==> src/include/afe_port_pkg.sv <==
`default_nettype none
package afe_port_pkg;

  localparam int unsigned   BUS_W         = 10;
  localparam int unsigned   TRIM_W        = 6;
  // rx pipeline stages clocked on conversion rising edges; the bus register adds
  // the last rising edge (in-phase) or the following falling edge (quadrature)
  localparam int unsigned   RX_PIPE_DEPTH = 5;
  localparam int unsigned   RX_PIPE_LAST  = RX_PIPE_DEPTH - 1;
  localparam int unsigned   TXBUF_DEPTH   = 2;
  localparam int unsigned   TXBUF_CNT_W   = 2;

  localparam logic [BUS_W-1:0]       BUS_RST       = 10'h000;
  localparam logic [BUS_W-1:0]       MIDSCALE_CODE = 10'h200;
  localparam logic [TRIM_W-1:0]      TRIM_RST      = 6'h00;
  localparam logic [TXBUF_CNT_W-1:0] TXBUF_FULL    = 2'h2;

  // full-scale select: 0 gives the 410 mV setting, 1 the 500 mV setting
  localparam logic FS_SEL_410MV = 1'b0;
  localparam logic FS_SEL_500MV = 1'b1;

  // gray along quiet -> rx -> tx
  typedef enum logic [1:0] {
    MODE_QUIET = 2'b00,
    MODE_RX    = 2'b01,
    MODE_TX    = 2'b11
  } port_mode_e;

endpackage
`default_nettype wire

==> src/rtl/afe_muxed_iq_data_port.sv <==
`timescale 1ns/1ps
`default_nettype none
module afe_muxed_iq_data_port
  import afe_port_pkg::*;
(
  input  wire logic              clk_sys_i,
  input  wire logic              rst_i,
  input  wire logic              conv_clk_i,
  input  wire logic              tx_select_i,
  input  wire logic              power_off_state_n_i,
  input  wire logic              idle_state_i,
  input  wire logic              low_power_hold_state_i,
  input  wire logic              full_scale_sel_i,
  input  wire logic [TRIM_W-1:0] inphase_trim_i,
  input  wire logic [TRIM_W-1:0] quadrature_trim_i,
  input  wire logic [BUS_W-1:0]  inphase_rx_channel_i,
  input  wire logic [BUS_W-1:0]  quadrature_rx_channel_i,
  input  wire logic [BUS_W-1:0]  shared_sample_bus_i,
  output logic      [BUS_W-1:0]  shared_sample_bus_o,
  output logic                   shared_sample_bus_oe_o,
  output logic                   shared_sample_bus_pullup_o,
  input  wire logic              dac_ready_i,
  output logic                   dac_valid_o,
  output logic      [BUS_W-1:0]  inphase_tx_sample_o,
  output logic      [BUS_W-1:0]  quadrature_tx_sample_o,
  output logic                   tx_update_o,
  output logic                   tx_overrun_o,
  output logic                   full_scale_sel_o,
  output logic      [TRIM_W-1:0] inphase_trim_o,
  output logic      [TRIM_W-1:0] quadrature_trim_o
);

  // converter samples arrive two's complement; flipping the sign bit gives offset binary
  function automatic logic [BUS_W-1:0] to_offset_binary(input logic [BUS_W-1:0] v);
    to_offset_binary = {~v[BUS_W-1], v[BUS_W-2:0]};
  endfunction

  logic             conv_prev_reg;
  port_mode_e       mode_reg;
  port_mode_e       mode_next;
  logic [BUS_W-1:0] pipe_i_reg [RX_PIPE_DEPTH];
  logic [BUS_W-1:0] pipe_q_reg [RX_PIPE_DEPTH];
  logic [BUS_W-1:0] q_hold_reg;
  logic [BUS_W-1:0] bus_out_reg;
  logic [BUS_W-1:0] tx_i_hold_reg;
  logic             tx_i_taken_reg;
  logic [2*BUS_W-1:0] txbuf_reg [TXBUF_DEPTH];
  logic             txbuf_wr_reg;
  logic             txbuf_rd_reg;
  logic [TXBUF_CNT_W-1:0] txbuf_cnt_reg;
  logic [BUS_W-1:0] tx_i_out_reg;
  logic [BUS_W-1:0] tx_q_out_reg;
  logic             tx_update_reg;
  logic             tx_overrun_reg;
  logic             fs_sel_reg;
  logic [TRIM_W-1:0] trim_i_reg;
  logic [TRIM_W-1:0] trim_q_reg;

  // conversion clock is a plain synchronous input; its edges are events here
  wire conv_rise = conv_clk_i & ~conv_prev_reg;
  wire conv_fall = ~conv_clk_i & conv_prev_reg;
  wire quiet     = ~power_off_state_n_i | idle_state_i | low_power_hold_state_i;

  assign mode_next = quiet ? MODE_QUIET : (tx_select_i ? MODE_TX : MODE_RX);

  wire in_rx = (mode_reg == MODE_RX);
  wire in_tx = (mode_reg == MODE_TX);

  // tx buffer handshakes: fill side is the pair capture, drain side the dac update
  wire txbuf_full  = (txbuf_cnt_reg == TXBUF_FULL);
  wire txbuf_valid = (txbuf_cnt_reg != '0);
  wire txbuf_pop   = conv_rise & txbuf_valid & dac_ready_i;
  wire txbuf_ready = ~txbuf_full | txbuf_pop;
  wire pair_done   = in_tx & conv_rise & tx_i_taken_reg;
  wire txbuf_push  = pair_done & txbuf_ready;
  wire [2*BUS_W-1:0] txbuf_head = txbuf_reg[txbuf_rd_reg];

  always_ff @(posedge clk_sys_i) begin
    if (rst_i) begin
      conv_prev_reg <= 1'b0;
      mode_reg      <= MODE_QUIET;
    end else begin
      conv_prev_reg <= conv_clk_i;
      mode_reg      <= mode_next;
    end
  end

  // rx pipeline: both channels captured on the same rising edge
  always_ff @(posedge clk_sys_i) begin
    if (rst_i) begin
      for (int k = 0; k < RX_PIPE_DEPTH; k++) begin
        pipe_i_reg[k] <= MIDSCALE_CODE;
        pipe_q_reg[k] <= MIDSCALE_CODE;
      end
      q_hold_reg <= MIDSCALE_CODE;
    end else if (conv_rise) begin
      pipe_i_reg[0] <= to_offset_binary(inphase_rx_channel_i);
      pipe_q_reg[0] <= to_offset_binary(quadrature_rx_channel_i);
      for (int k = 1; k < RX_PIPE_DEPTH; k++) begin
        pipe_i_reg[k] <= pipe_i_reg[k-1];
        pipe_q_reg[k] <= pipe_q_reg[k-1];
      end
      q_hold_reg <= pipe_q_reg[RX_PIPE_LAST];
    end
  end

  // output latch: in-phase on rising, quadrature half a cycle later
  always_ff @(posedge clk_sys_i) begin
    if (rst_i) begin
      bus_out_reg <= BUS_RST;
    end else if (conv_rise) begin
      bus_out_reg <= pipe_i_reg[RX_PIPE_LAST];
    end else if (conv_fall) begin
      bus_out_reg <= q_hold_reg;
    end
  end

  // driver enable follows the registered mode, so a direction change releases the bus
  // within one system cycle; the host must already be off the bus by then
  assign shared_sample_bus_o        = bus_out_reg;
  assign shared_sample_bus_oe_o     = in_rx;
  assign shared_sample_bus_pullup_o = (mode_reg == MODE_QUIET);

  // tx capture: in-phase on falling, quadrature on the following rising edge
  always_ff @(posedge clk_sys_i) begin
    if (rst_i) begin
      tx_i_hold_reg  <= MIDSCALE_CODE;
      tx_i_taken_reg <= 1'b0;
    end else if (!in_tx) begin
      tx_i_taken_reg <= 1'b0;
    end else if (conv_fall) begin
      tx_i_hold_reg  <= shared_sample_bus_i;
      tx_i_taken_reg <= 1'b1;
    end else if (conv_rise) begin
      tx_i_taken_reg <= 1'b0;
    end
  end

  // two-entry pair buffer: a stalled dac keeps up to two pairs, a third is dropped
  always_ff @(posedge clk_sys_i) begin
    if (rst_i) begin
      txbuf_wr_reg  <= 1'b0;
      txbuf_rd_reg  <= 1'b0;
      txbuf_cnt_reg <= '0;
      for (int k = 0; k < TXBUF_DEPTH; k++) begin
        txbuf_reg[k] <= {MIDSCALE_CODE, MIDSCALE_CODE};
      end
    end else begin
      if (txbuf_push) begin
        txbuf_reg[txbuf_wr_reg] <= {tx_i_hold_reg, shared_sample_bus_i};
        txbuf_wr_reg            <= ~txbuf_wr_reg;
      end
      if (txbuf_pop) begin
        txbuf_rd_reg <= ~txbuf_rd_reg;
      end
      if (txbuf_push && !txbuf_pop) begin
        txbuf_cnt_reg <= txbuf_cnt_reg + 2'h1;
      end else if (txbuf_pop && !txbuf_push) begin
        txbuf_cnt_reg <= txbuf_cnt_reg - 2'h1;
      end
    end
  end

  // both dac words change on one edge
  always_ff @(posedge clk_sys_i) begin
    if (rst_i) begin
      tx_i_out_reg   <= MIDSCALE_CODE;
      tx_q_out_reg   <= MIDSCALE_CODE;
      tx_update_reg  <= 1'b0;
      tx_overrun_reg <= 1'b0;
    end else begin
      tx_update_reg  <= txbuf_pop;
      tx_overrun_reg <= pair_done & ~txbuf_ready;
      if (txbuf_pop) begin
        tx_i_out_reg <= txbuf_head[2*BUS_W-1:BUS_W];
        tx_q_out_reg <= txbuf_head[BUS_W-1:0];
      end
    end
  end

  // analog trim and full-scale settings, held for the output buffers
  always_ff @(posedge clk_sys_i) begin
    if (rst_i) begin
      fs_sel_reg <= FS_SEL_410MV;
      trim_i_reg <= TRIM_RST;
      trim_q_reg <= TRIM_RST;
    end else begin
      fs_sel_reg <= full_scale_sel_i;
      trim_i_reg <= inphase_trim_i;
      trim_q_reg <= quadrature_trim_i;
    end
  end

  assign dac_valid_o            = txbuf_valid;
  assign inphase_tx_sample_o    = tx_i_out_reg;
  assign quadrature_tx_sample_o = tx_q_out_reg;
  assign tx_update_o            = tx_update_reg;
  assign tx_overrun_o           = tx_overrun_reg;
  assign full_scale_sel_o       = fs_sel_reg;
  assign inphase_trim_o         = trim_i_reg;
  assign quadrature_trim_o      = trim_q_reg;

  AST_OE_RX_ONLY: assert property (@(posedge clk_sys_i) disable iff (rst_i)
    shared_sample_bus_oe_o |-> $past(!quiet && !tx_select_i) && !shared_sample_bus_pullup_o)
    else $error("bus driven outside rx mode");

  AST_QUIET_PULLUP: assert property (@(posedge clk_sys_i) disable iff (rst_i)
    quiet |=> shared_sample_bus_pullup_o && !shared_sample_bus_oe_o)
    else $error("bus not pulled up in a low-power state");

  AST_DIR_SELECT: assert property (@(posedge clk_sys_i) disable iff (rst_i)
    (!quiet && !tx_select_i) |=> shared_sample_bus_oe_o)
    else $error("direction low did not give rx mode");

  AST_SAMPLE_CODE: assert property (@(posedge clk_sys_i) disable iff (rst_i)
    conv_rise |=> pipe_i_reg[0] == {~$past(inphase_rx_channel_i[BUS_W-1]),
                                    $past(inphase_rx_channel_i[BUS_W-2:0])}
             && pipe_q_reg[0] == {~$past(quadrature_rx_channel_i[BUS_W-1]),
                                  $past(quadrature_rx_channel_i[BUS_W-2:0])})
    else $error("rx sample not captured in offset binary");

  AST_I_ON_RISE: assert property (@(posedge clk_sys_i) disable iff (rst_i)
    conv_rise |=> shared_sample_bus_o == $past(pipe_i_reg[RX_PIPE_LAST]))
    else $error("in-phase word not latched on rising edge");

  AST_Q_ON_FALL: assert property (@(posedge clk_sys_i) disable iff (rst_i)
    conv_fall |=> shared_sample_bus_o == $past(q_hold_reg))
    else $error("quadrature word not latched on falling edge");

  AST_TX_I_FALL: assert property (@(posedge clk_sys_i) disable iff (rst_i)
    (in_tx && conv_fall) |=> tx_i_taken_reg && tx_i_hold_reg == $past(shared_sample_bus_i))
    else $error("in-phase tx word not taken on falling edge");

  AST_TX_UPDATE: assert property (@(posedge clk_sys_i) disable iff (rst_i)
    tx_update_o |-> $past(conv_rise) && $past(dac_ready_i) && $past(txbuf_valid))
    else $error("dac update away from a rising edge");

  AST_NO_OVERFILL: assert property (@(posedge clk_sys_i) disable iff (rst_i)
    (txbuf_full && !txbuf_pop) |=> txbuf_cnt_reg == TXBUF_FULL)
    else $error("tx buffer count passed full");

  AST_SETTINGS: assert property (@(posedge clk_sys_i) disable iff (rst_i)
    ##1 full_scale_sel_o == $past(full_scale_sel_i) && inphase_trim_o == $past(inphase_trim_i))
    else $error("analog settings not following inputs");

  AST_TRIM_Q: assert property (@(posedge clk_sys_i) disable iff (rst_i)
    ##1 quadrature_trim_o == $past(quadrature_trim_i))
    else $error("quadrature trim not following its input");

  AST_TX_DECODE: assert property (@(posedge clk_sys_i) disable iff (rst_i)
    (!quiet && tx_select_i) |=> !shared_sample_bus_oe_o && !shared_sample_bus_pullup_o)
    else $error("direction high did not give tx mode");

  AST_PIPE_SHIFT: assert property (@(posedge clk_sys_i) disable iff (rst_i)
    conv_rise |=> pipe_i_reg[RX_PIPE_LAST] == $past(pipe_i_reg[RX_PIPE_LAST-1]))
    else $error("rx pipeline did not advance on a rising edge");

  AST_Q_HOLD: assert property (@(posedge clk_sys_i) disable iff (rst_i)
    conv_rise |=> q_hold_reg == $past(pipe_q_reg[RX_PIPE_LAST]))
    else $error("quadrature word not parked for the falling edge");

  // between conversion edges the rx word must stand for the host to sample it
  AST_BUS_STANDS: assert property (@(posedge clk_sys_i) disable iff (rst_i)
    (!conv_rise && !conv_fall) |=> $stable(shared_sample_bus_o))
    else $error("rx word moved between conversion edges");

  AST_TX_I_CLEAR: assert property (@(posedge clk_sys_i) disable iff (rst_i)
    !in_tx |=> !tx_i_taken_reg)
    else $error("pending in-phase word kept outside tx mode");

  AST_LONE_RISE: assert property (@(posedge clk_sys_i) disable iff (rst_i)
    (conv_rise && !tx_i_taken_reg) |=> $stable(txbuf_wr_reg) && !tx_overrun_o)
    else $error("rising edge without in-phase word pushed a pair");

  AST_PUSH_SLOT0: assert property (@(posedge clk_sys_i) disable iff (rst_i)
    (txbuf_push && !txbuf_wr_reg) |=>
      txbuf_reg[0] == {$past(tx_i_hold_reg), $past(shared_sample_bus_i)})
    else $error("pair in slot 0 not in-phase then quadrature");

  AST_PUSH_SLOT1: assert property (@(posedge clk_sys_i) disable iff (rst_i)
    (txbuf_push && txbuf_wr_reg) |=>
      txbuf_reg[1] == {$past(tx_i_hold_reg), $past(shared_sample_bus_i)})
    else $error("pair in slot 1 not in-phase then quadrature");

  AST_OVERRUN: assert property (@(posedge clk_sys_i) disable iff (rst_i)
    (pair_done && !txbuf_ready) |=> tx_overrun_o && $stable(txbuf_wr_reg))
    else $error("dropped pair not flagged or still written");

  AST_PAIR_TOGETHER: assert property (@(posedge clk_sys_i) disable iff (rst_i)
    txbuf_pop |=> tx_update_o
      && inphase_tx_sample_o == $past(txbuf_head[2*BUS_W-1:BUS_W])
      && quadrature_tx_sample_o == $past(txbuf_head[BUS_W-1:0]))
    else $error("dac words not taken together from the buffer head");

  // a dac word changing alone would put a false image on the analog pair
  AST_TX_HOLD: assert property (@(posedge clk_sys_i) disable iff (rst_i)
    !txbuf_pop |=> !tx_update_o && $stable(inphase_tx_sample_o)
      && $stable(quadrature_tx_sample_o))
    else $error("dac words moved without a buffer pop");

endmodule
`default_nettype wire

==> config.mk <==
export PLATFORM = sky130hd
export DESIGN_NAME = afe_muxed_iq_data_port
export DESIGN_NICKNAME = d
export VERILOG_FILES = /design/src/include/afe_port_pkg.sv /design/src/rtl/afe_muxed_iq_data_port.sv
export SDC_FILE = /design/constraint.sdc
export NUM_CORES = 1
export LEC_CHECK = 0
export ABC_AREA = 1
export BUFFER_PORTS_ARGS = -buffer_cell sky130_fd_sc_hd__buf_4
export CORE_MARGIN = 5
export CORE_UTILIZATION = 40
export CTS_BUF_LIST = sky130_fd_sc_hd__clkbuf_16
export CTS_CLUSTER_DIAMETER = 50
export DETAILED_ROUTE_END_ITERATION = 8
export GPL_ROUTABILITY_DRIVEN = 0
export PLACE_DENSITY = 0.64
export SETUP_SLACK_MARGIN = 0.15
export SYNTH_ARGS = -nofsm -noshare
export SYNTH_HDL_FRONTEND = slang
export SYNTH_SLANG_ARGS = --single-unit
==> constraint.sdc <==
create_clock -name clk_sys_i -period 3.4 [get_ports clk_sys_i]
set_input_delay 0.51 -clock clk_sys_i [delete_from_list [all_inputs] [get_ports clk_sys_i]]
set_output_delay 0.51 -clock clk_sys_i [all_outputs]
set_load 0.02 [all_outputs]
==> tab_implementation.tex, run 1 <==
\begin{tabular}{lr}
\hline
Metric & Value \\
\hline
\multicolumn{2}{l}{\textbf{Power and ir drop}} \\
\quad Maximum vdd ir drop & a little under 0.4 mV \\
\quad Power density relative to cell area & $\sim$560 nW/um\^{}2 \\
\quad Share of total power in sequential cells & between 50\% and 60\% \\
\quad Internal power consumption & approximately 4.5 mW \\
\quad Sw frac & a little over a fifth \\
\quad Leakage power total & between 4 and 5 nW \\
\quad Logic gate share of total power & between 5 and 6\% \\
\quad Clk network pwr share & 43.7\% \\
\quad Net switching power of the design & 1.23 mW \\
\multicolumn{2}{l}{\textbf{Timing}} \\
\quad Final-layout worst hold slack & approximately 0.19 ns \\
\quad Maximum clock skew at final layout & between 0.02 and 0.025 ns \\
\quad Relative max-transition margin & about a quarter \\
\quad Total count of hold-check failures in the final report & 0 \\
\quad Slew of the pin with the lowest slew margin & roughly 1.1 ns \\
\quad Clock period minus final worst setup slack & a little over 2 ns \\
\quad Ratio of final minimum period to clock period & 61.2\% \\
\quad Max Transition Viols Final & 0 \\
\quad Peak Freq & about 0.48 GHz \\
\quad Number of failing setup endpoints in the final timing report & 0 \\
\quad Aggregate negative setup slack & 0 ns \\
\quad Setup repair after global routing missed its margin & no \\
\multicolumn{2}{l}{\textbf{Drt}} \\
\quad Wire length per cell after detailed routing & 10.9 um \\
\quad Antenna-violating nets left & 0 \\
\quad Final wirelength & approximately 13 mm \\
\quad First-pass DRT Iterations & 4 \\
\quad Post-route DRC & 0 \\
\quad Initial DRC Count & $\sim$240 \\
\quad Routed vias & 5,220 \\
\quad Via/cell ratio & about 4.2 \\
\multicolumn{2}{l}{\textbf{GRT}} \\
\quad Maximum number of pins on one net before global-route repair & 72 \\
\quad Initial antenna violation count & 0 \\
\quad GRT Overall Usage & $\sim$11\% \\
\quad First-pass GRT wire length & approximately 23 mm \\
\quad Grt total ovfl & 0 \\
\quad Via count of the first global-routing pass & $\sim$4,900 \\
\multicolumn{2}{l}{\textbf{Layout}} \\
\quad Antenna diode count & 0 \\
\quad Util after Layout & around half \\
\quad Final net count & approximately 1,000 \\
\quad Fin area & a little over 10,000 um\^{}2 \\
\quad Fraction of final layout cells with drive strength greater than 1 & about 16\% \\
\quad Area grow syn2layout & 21.9\% \\
\multicolumn{2}{l}{\textbf{Clock tree}} \\
\quad Hold buffers post-CTS & 0 \\
\quad Number of setup buffers added after CTS & 0 \\
\quad Post-CTS Resized & 0 \\
\quad Maximum root-to-sink buffer count & 3 \\
\quad CTS Sinks & $\sim$210 \\
\quad Clock latency on the worst-skew pair & 0.52 ns \\
\quad CTS root buffer & sky130\_fd\_sc\_hd\_\_clkbuf\_16 \\
\quad Number of clock buffers inserted by TritonCTS & 26 \\
\quad TritonCTS clock tree & yes \\
\quad Max H-tree Level & 1 \\
\quad Clk pin slew, worst setup/hold paths & about 0.060 ns \\
\multicolumn{2}{l}{\textbf{Synth}} \\
\quad Post-synthesis xor/xnor area fraction & 0\% \\
\quad Main combinational cell family by area after synthesis & simple AND/OR/NAND/NOR gates \\
\quad Adder and majority gate portion of the synthesized area & less than 1\% \\
\quad Post-synthesis sequential area ratio & around two thirds \\
\quad Simple-gate share of the synthesized area & 16.7\% \\
\quad Unique masters post-synth & 24 \\
\quad Register bit count reported by yosys & about 210 \\
\quad Top post-synthesis cells by area & sky130\_fd\_sc\_hd\_\_edfxtp\_1 (51\%), sky130\_fd\_sc\_hd\_\_dfxtp\_1 (18\%), sky130\_fd\_sc\_hd\_\_nor2\_1 (9.3\%), sky130\_fd\_sc\_hd\_\_inv\_1 (8.3\%), sky130\_fd\_sc\_hd\_\_nand2\_1 (4.8\%) \\
\quad Area share of the largest cell type after synthesis & slightly above 50\% \\
\quad Post-Synthesis Cells & between 800 and 900 \\
\quad Area leader, netlist & sky130\_fd\_sc\_hd\_\_edfxtp\_1 \\
\quad Average instance area after synthesis & $\sim$10 um\^{}2 \\
\quad Combined area of all synthesized cells & around 8300 um\^{}2 \\
\quad Portion of netlist area occupied by mux cells & 0\% \\
\quad Complex-gate fraction of the synthesized area & under 10\% \\
\quad Post-synth net total & roughly 900 \\
\quad YS warnings & 0 \\
\multicolumn{2}{l}{\textbf{Floorplanning}} \\
\quad Full die area & 23,700 um\^{}2 \\
\quad Total core area & 20,300 um\^{}2 \\
\quad Cell row count & 52 \\
\quad Count of pins on the block boundary & 99 \\
\quad Initial Utilization & just over 40\% \\
\quad Die outline width & between 150 and 200 um \\
\quad Die Y-Extent & roughly 150 um \\
\multicolumn{2}{l}{\textbf{Outcome}} \\
\quad Outcome & finished clean \\
\multicolumn{2}{l}{\textbf{Worst setup path}} \\
\quad R2R Path Start & conv\_prev\_reg\$\_SDFF\_PP0\_ \\
\quad Largest fanout on the critical path & 25 \\
\quad Crit. End Element & register \\
\quad Endpoint of the worst-slack reg-to-reg timing path & txbuf\_reg[0][12]\$\_SDFFCE\_PN0P\_ \\
\quad Termination of the worst setup path & txbuf\_reg[0][12]\$\_SDFFCE\_PN0P\_ \\
\quad Crit path arrival time & approximately 2.3 ns \\
\quad Minimum setup slack among reg-to-reg paths & about 1.3 ns \\
\quad Critical path startpoint category & register \\
\quad Worst reg2reg path depth & 9 \\
\quad Launch point of the worst path & conv\_prev\_reg\$\_SDFF\_PP0\_ \\
\quad Critical Path RT & roughly 3.6 ns \\
\quad Crit Path Category & reg2reg \\
\multicolumn{2}{l}{\textbf{Worst hold path}} \\
\quad Class of the worst hold path & in2reg \\
\multicolumn{2}{l}{\textbf{Placed design}} \\
\quad Post-placement cell area & 9290 um\^{}2 \\
\quad Quantity of I/O buffers inserted on ports & a little under 100 \\
\quad Post-DP HPWL & between 8 and 9 mm \\
\multicolumn{2}{l}{\textbf{Job}} \\
\quad Max Cap Viol & 0 \\
\hline
\end{tabular}
==> power by group through the flow <==
stage / Combinational, mW / Sequential (mW) / Clock [mW]
3_5_place_dp: 0.295 / 2.97 / 0
3_3_place_gp: 0.292 / 2.97 / 0
4_1_cts: 0.296 / 2.91 / 2.55
5_1_grt: 0.326 / 2.92 / 2.68
6_report: 0.289 / 2.91 / 2.48
2_1_floorplan: 0.148 / 2.98 / 0
==> synth_stat cells, drive strengths merged <==
| cell type | count |
|---|---|
| clkbuf | 11 |
| nand3 | 19 |
| edfxtp | 140 |
| o21ai | 34 |
| nand4 | 4 |
| dfxtp | 73 |
| nand2 | 106 |
| nor2 | 207 |
| inv | 187 |
| nor4 | 1 |
| clkinv | 3 |
| o211ai | 8 |
| ha | 3 |
| a21oi | 17 |
| buf | 23 |
| or2 | 8 |
==> worst max-delay path: stages (launching register included) <==
cell and delay, ns:
sky130_fd_sc_hd__dfxtp_1 0.31, sky130_fd_sc_hd__inv_1 0.05, sky130_fd_sc_hd__ha_1 0.16, sky130_fd_sc_hd__buf_4 0.28
sky130_fd_sc_hd__nand2_1 0.14, sky130_fd_sc_hd__nand3_2 0.14, sky130_fd_sc_hd__nand4_1 0.09, sky130_fd_sc_hd__buf_4 0.22
sky130_fd_sc_hd__nand2_1 0.07, sky130_fd_sc_hd__buf_4 0.28
==> cell usage in the layout (no fill, tap or decap), types with 8 or more instances in the layout <==
cell,Yosys,final
sky130_fd_sc_hd__nand2_1,105,103
sky130_fd_sc_hd__nand3_1,18,18
sky130_fd_sc_hd__edfxtp_1,140,140
sky130_fd_sc_hd__a21oi_1,17,17
sky130_fd_sc_hd__o21ai_0,34,34
sky130_fd_sc_hd__o211ai_1,8,8
sky130_fd_sc_hd__clkinv_1,3,11
sky130_fd_sc_hd__nor2_1,206,206
sky130_fd_sc_hd__clkbuf_16,0,26
sky130_fd_sc_hd__dfxtp_1,73,73
sky130_fd_sc_hd__or2_2,8,8
sky130_fd_sc_hd__inv_1,184,190
sky130_fd_sc_hd__buf_4,0,107
==> logic make-up after synthesis <==
| family | Yosys count |
|---|---|
| flip-flops | 213 |
| adder cells (fa/ha/maj) | 3 |
| AO/OA/AOI/OAI | 59 |
| buffers and inverters | 224 |
| AND/OR/NAND/NOR | 345 |
==> area by class of cell <==
cell class | instances | area (um^2)
tap | 270 | 338
multi-input combinational | 407 | 1750
clock inverter | 21 | 144
timing repair buffer | 108 | 823
sequential | 213 | 5670
fill | 1897 | 10200
inverter | 190 | 713
clock buffer | 26 | 651
==> how the worst min path moves through the flow <==
stage                              startpoint                         endpoint  slack [ns]  cells past startpoint
6_report                    inphase_trim_i[1]     inphase_trim_o[1]$_SDFF_PP0_        0.19                      3
5_1_grt                     inphase_trim_i[1]     inphase_trim_o[1]$_SDFF_PP0_        0.18                      3
4_1_cts                  quadrature_trim_i[4]  quadrature_trim_o[4]$_SDFF_PP0_        0.17                      3
3_5_place_dp   pipe_q_reg[4][9]$_SDFFCE_PN1P_       q_hold_reg[9]$_SDFFE_PP1N_        0.44                      2
3_3_place_gp   pipe_q_reg[4][9]$_SDFFCE_PN1P_       q_hold_reg[9]$_SDFFE_PP1N_        0.44                      2
2_1_floorplan  pipe_q_reg[4][9]$_SDFFCE_PN1P_       q_hold_reg[9]$_SDFFE_PP1N_        0.42                      2
==> through the flow <==
| step | power (mW) | std cells | setup slack [ns] |
|---|---|---|---|
| detailed placement | 3.26 | 1188 | 1.04 |
| floorplan | 3.13 | 844 | 0.725 |
| global placement | 3.26 | 1188 | 1.09 |
| CTS | 5.76 | 1235 | 1.29 |
| finish | 5.69 | 1235 | 1.32 |
| global route | 5.93 | 1235 | 1.11 |
==> metal layers <==
| metal | routed length (um) | global-route usage [%] |
|---|---|---|
| met1 | 5900 | 14.3 |
| met2 | 6420 | 19.3 |
| met4 | 352 | 3.49 |
| met5 | 0 | 0 |
| met3 | 800 | 2.47 |
(Power assumes the default switching activity.)
==> run 2: changes to the inputs <==
--- a/config.mk
+++ b/config.mk
@@ -13,7 +13,7 @@
 export CTS_CLUSTER_DIAMETER = 50
 export DETAILED_ROUTE_END_ITERATION = 8
 export GPL_ROUTABILITY_DRIVEN = 0
-export PLACE_DENSITY = 0.64
+export PLACE_DENSITY = 0.61
 export SETUP_SLACK_MARGIN = 0.15
 export SYNTH_ARGS = -nofsm -noshare
 export SYNTH_HDL_FRONTEND = slang
==> constraint.sdc (replaced) <==
create_clock -name clk_sys_i -period 2.1 [get_ports clk_sys_i]
set_input_delay 0.315 -clock clk_sys_i [delete_from_list [all_inputs] [get_ports clk_sys_i]]
set_output_delay 0.315 -clock clk_sys_i [all_outputs]
set_load 0.02 [all_outputs]
==> run 2 against run 1 <==
- sequential share of layout area is 1.1 points lower
- core utilization is 1.0 points higher
- sequential power is 62% higher
- critical path depth is 3 higher
- combinational power is 74% higher
- non-clock buffer count is 13 higher
- largest power group unchanged
==> tab_implementation.tex, run 2 (synthesis gave the netlist of run 1 again) <==
\begin{tabular}{lr}
\hline
Metric & Value \\
\hline
\multicolumn{2}{l}{\textbf{Outcome}} \\
\quad Outcome & finished clean (unchanged) \\
\multicolumn{2}{l}{\textbf{Layout}} \\
\quad Area grow syn2layout & 24.4\% (was 21.9\%) \\
\quad Final net count & 1,012 (was 1,000) \\
\quad Antenna diode count & 0 (unchanged) \\
\quad Fin area & 10,300 um\^{}2 (was 10,100 um\^{}2) \\
\quad Most common cell after layout, fill and taps aside & sky130\_fd\_sc\_hd\_\_nor2\_1 (unchanged) \\
\quad Most frequent cells in the layout & sky130\_fd\_sc\_hd\_\_nor2\_1 (206), sky130\_fd\_sc\_hd\_\_inv\_1 (187), sky130\_fd\_sc\_hd\_\_edfxtp\_1 (140) (was sky130\_fd\_sc\_hd\_\_nor2\_1 (206), sky130\_fd\_sc\_hd\_\_inv\_1 (190), sky130\_fd\_sc\_hd\_\_edfxtp\_1 (140)) \\
\quad Fraction of final layout cells with drive strength greater than 1 & 17.5\% (was 16.4\%) \\
\multicolumn{2}{l}{\textbf{Worst setup path}} \\
\quad Worst reg2reg path depth & 12 (was 9) \\
\quad Crit Path Category & reg2reg (unchanged) \\
\quad Critical Path RT & 2.53 ns (was 3.60 ns) \\
\quad Crit. End Element & register (unchanged) \\
\quad Launch point of the worst path & conv\_prev\_reg\$\_SDFF\_PP0\_ (unchanged) \\
\quad Critical path startpoint category & register (unchanged) \\
\quad Largest fanout on the critical path & 4 (was 25) \\
\quad R2R Path Start & conv\_prev\_reg\$\_SDFF\_PP0\_ (unchanged) \\
\quad Crit path arrival time & 2.11 ns (was 2.28 ns) \\
\quad Minimum setup slack among reg-to-reg paths & 0.43 ns (was 1.32 ns) \\
\quad Endpoint of the worst-slack reg-to-reg timing path & txbuf\_cnt\_reg[1]\$\_SDFFE\_PP0P\_ (was txbuf\_reg[0][12]\$\_SDFFCE\_PN0P\_) \\
\multicolumn{2}{l}{\textbf{Clock tree}} \\
\quad TritonCTS clock tree & yes (unchanged) \\
\quad Hold buffers post-CTS & 2 (was 0) \\
\quad Number of clock buffers inserted by TritonCTS & 25 (was 26) \\
\quad Number of setup buffers added after CTS & 0 (unchanged) \\
\quad Maximum root-to-sink buffer count & 3 (unchanged) \\
\quad CTS Sinks & 213 (unchanged) \\
\quad Max H-tree Level & 1 (unchanged) \\
\quad CTS root buffer & sky130\_fd\_sc\_hd\_\_clkbuf\_16 (unchanged) \\
\quad Clock latency on the worst-skew pair & 0.50 ns (was 0.52 ns) \\
\quad Clk pin slew, worst setup/hold paths & 0.06 ns (about the same) \\
\quad Post-CTS Resized & 0 (unchanged) \\
\multicolumn{2}{l}{\textbf{GRT}} \\
\quad GRT Overall Usage & 11.6\% (was 11.3\%) \\
\quad Maximum number of pins on one net before global-route repair & 80 (was 72) \\
\quad Initial antenna violation count & 0 (unchanged) \\
\quad Via count of the first global-routing pass & 4,853 (was 4,893) \\
\quad First-pass GRT wire length & 23.0 mm (was 22.7 mm) \\
\quad Grt total ovfl & 0 (unchanged) \\
\multicolumn{2}{l}{\textbf{Drt}} \\
\quad Routed vias & 5,239 (was 5,220) \\
\quad Via/cell ratio & 4.20 (was 4.23) \\
\quad Initial DRC Count & 290 (was 238) \\
\quad Antenna-violating nets left & 0 (unchanged) \\
\quad Final wirelength & 13.8 mm (was 13.5 mm) \\
\quad Post-route DRC & 0 (unchanged) \\
\quad Wire length per cell after detailed routing & 11.1 um (was 10.9 um) \\
\quad First-pass DRT Iterations & 4 (unchanged) \\
\multicolumn{2}{l}{\textbf{Timing}} \\
\quad Slew of the pin with the lowest slew margin & 0.509 ns (was 1.11 ns) \\
\quad Aggregate negative setup slack & 0 ns (unchanged) \\
\quad Setup repair after global routing missed its margin & no (unchanged) \\
\quad Max Transition Viols Final & 0 (unchanged) \\
\quad Number of failing setup endpoints in the final timing report & 0 (unchanged) \\
\quad Peak Freq & 0.598 GHz (was 0.481 GHz) \\
\quad Clock period minus final worst setup slack & 1.67 ns (was 2.08 ns) \\
\quad Relative max-transition margin & 66.0\% (was 25.6\%) \\
\quad Maximum clock skew at final layout & 0.0121 ns (was 0.0220 ns) \\
\quad Total count of hold-check failures in the final report & 0 (unchanged) \\
\quad Ratio of final minimum period to clock period & 79.6\% (was 61.2\%) \\
\multicolumn{2}{l}{\textbf{Worst hold path}} \\
\quad Cells on Worst Hold Path & 3 (unchanged) \\
\quad Class of the worst hold path & in2reg (unchanged) \\
\quad Startpoint of the most critical hold path & inphase\_trim\_i[2] (was inphase\_trim\_i[1]) \\
\quad Min-Delay Endpoint & inphase\_trim\_o[2]\$\_SDFF\_PP0\_ (was inphase\_trim\_o[1]\$\_SDFF\_PP0\_) \\
\multicolumn{2}{l}{\textbf{Placed design}} \\
\quad Post-DP HPWL & 8.83 mm (was 8.80 mm) \\
\quad Post-placement cell area & 9410 um\^{}2 (was 9290 um\^{}2) \\
\quad Quantity of I/O buffers inserted on ports & 98 (unchanged) \\
\multicolumn{2}{l}{\textbf{Floorplanning}} \\
\quad Die Y-Extent & 154 um (unchanged) \\
\quad Die outline width & 154 um (unchanged) \\
\quad Count of pins on the block boundary & 99 (unchanged) \\
\quad Total core area & 20,300 um\^{}2 (unchanged) \\
\quad Initial Utilization & 40.7\% (unchanged) \\
\quad Full die area & 23,700 um\^{}2 (unchanged) \\
\quad Cell row count & 52 (unchanged) \\
\multicolumn{2}{l}{\textbf{Job}} \\
\quad Max Cap Viol & 0 (unchanged) \\
\multicolumn{2}{l}{\textbf{Power and ir drop}} \\
\quad Leakage power total & 4.57 nW (was 4.50 nW) \\
\quad Maximum vdd ir drop & 0.694 mV (was 0.388 mV) \\
\quad Power density relative to cell area & 926 nW/um\^{}2 (was 564 nW/um\^{}2) \\
\hline
\end{tabular}
run 2: cell types whose count changed in the layout (fill, tap and decap cells not counted), moves of 3 or more:
cell,change
sky130_fd_sc_hd__buf_12,+4
sky130_fd_sc_hd__bufinv_16,+3
sky130_fd_sc_hd__inv_1,-3
sky130_fd_sc_hd__buf_4,+5
sky130_fd_sc_hd__clkinvlp_4,+3
sky130_fd_sc_hd__dlygate4sd3_1,+4
run 2: cell type report:
type                            count  area [um^2]
Fill cell                        1860        10000
Sequential cell                   213         5670
Multi-Input combinational cell    407         1760
Timing Repair Buffer              121          981
Inverter                          190          713
Clock buffer                       25          626
Tap cell                          270          338
Clock inverter                     20          214
run 2: through the flow:
step	worst slack, ns	hold WS, ns	utilization [%]	std cells	total power, mW
final	0.428	0.0172	50.7	1246	9.53
after global routing	0.218	0.0130	50.7	1246	9.92
after CTS	0.401	0.000499	50.6	1244	9.66
after floorplan	0.190	0.422	-	844	5.07
after global placement	0.353	0.447	46.4	1197	5.30
after detailed placement	0.324	0.445	46.4	1197	5.31
run 2: worst max path at each step:
stage	end	slack, ns	cells past startpoint
2_1_floorplan	txbuf_reg[0][0]$_SDFFCE_PN0P_	0.19	8
5_1_grt	txbuf_cnt_reg[1]$_SDFFE_PP0P_	0.22	12
3_5_place_dp	txbuf_cnt_reg[1]$_SDFFE_PP0P_	0.32	12
4_1_cts	pipe_q_reg[3][1]$_SDFFCE_PN0P_	0.40	6
6_report	txbuf_cnt_reg[1]$_SDFFE_PP0P_	0.43	12
3_3_place_gp	txbuf_cnt_reg[1]$_SDFFE_PP0P_	0.35	12
run 2: power breakdown:
part | total [mW] | internal (mW) | switching [mW] | leakage (nW)
registers | 4.71 | 4.66 | 0.0568 | 2.06
clock network | 4.31 | 2.67 | 1.64 | 0.411
logic | 0.504 | 0.206 | 0.299 | 2.10
total | 9.53 | 7.53 | 2.00 | 4.57
run 2: critical path, cell delays in order, from the launching register on:
cell and delay, ns:
sky130_fd_sc_hd__dfxtp_1 0.32, sky130_fd_sc_hd__inv_1 0.04, sky130_fd_sc_hd__ha_1 0.21, sky130_fd_sc_hd__nand2_1 0.10, sky130_fd_sc_hd__nand3_2 0.12, sky130_fd_sc_hd__nand2_1 0.14, sky130_fd_sc_hd__inv_1 0.06, sky130_fd_sc_hd__ha_1 0.26
sky130_fd_sc_hd__inv_1 0.10, sky130_fd_sc_hd__nand3_1 0.08, sky130_fd_sc_hd__nand2_1 0.06, sky130_fd_sc_hd__inv_1 0.03, sky130_fd_sc_hd__nor2_1 0.08
run 2: layer usage:
metal	global-route usage (%)	vias up	wire length (um)
li1	-	2806	-
met1	14.6	2303	5990
met2	20.0	113	6690
met3	3.04	17	903
met4	2.86	0	262
met5	0	-	0
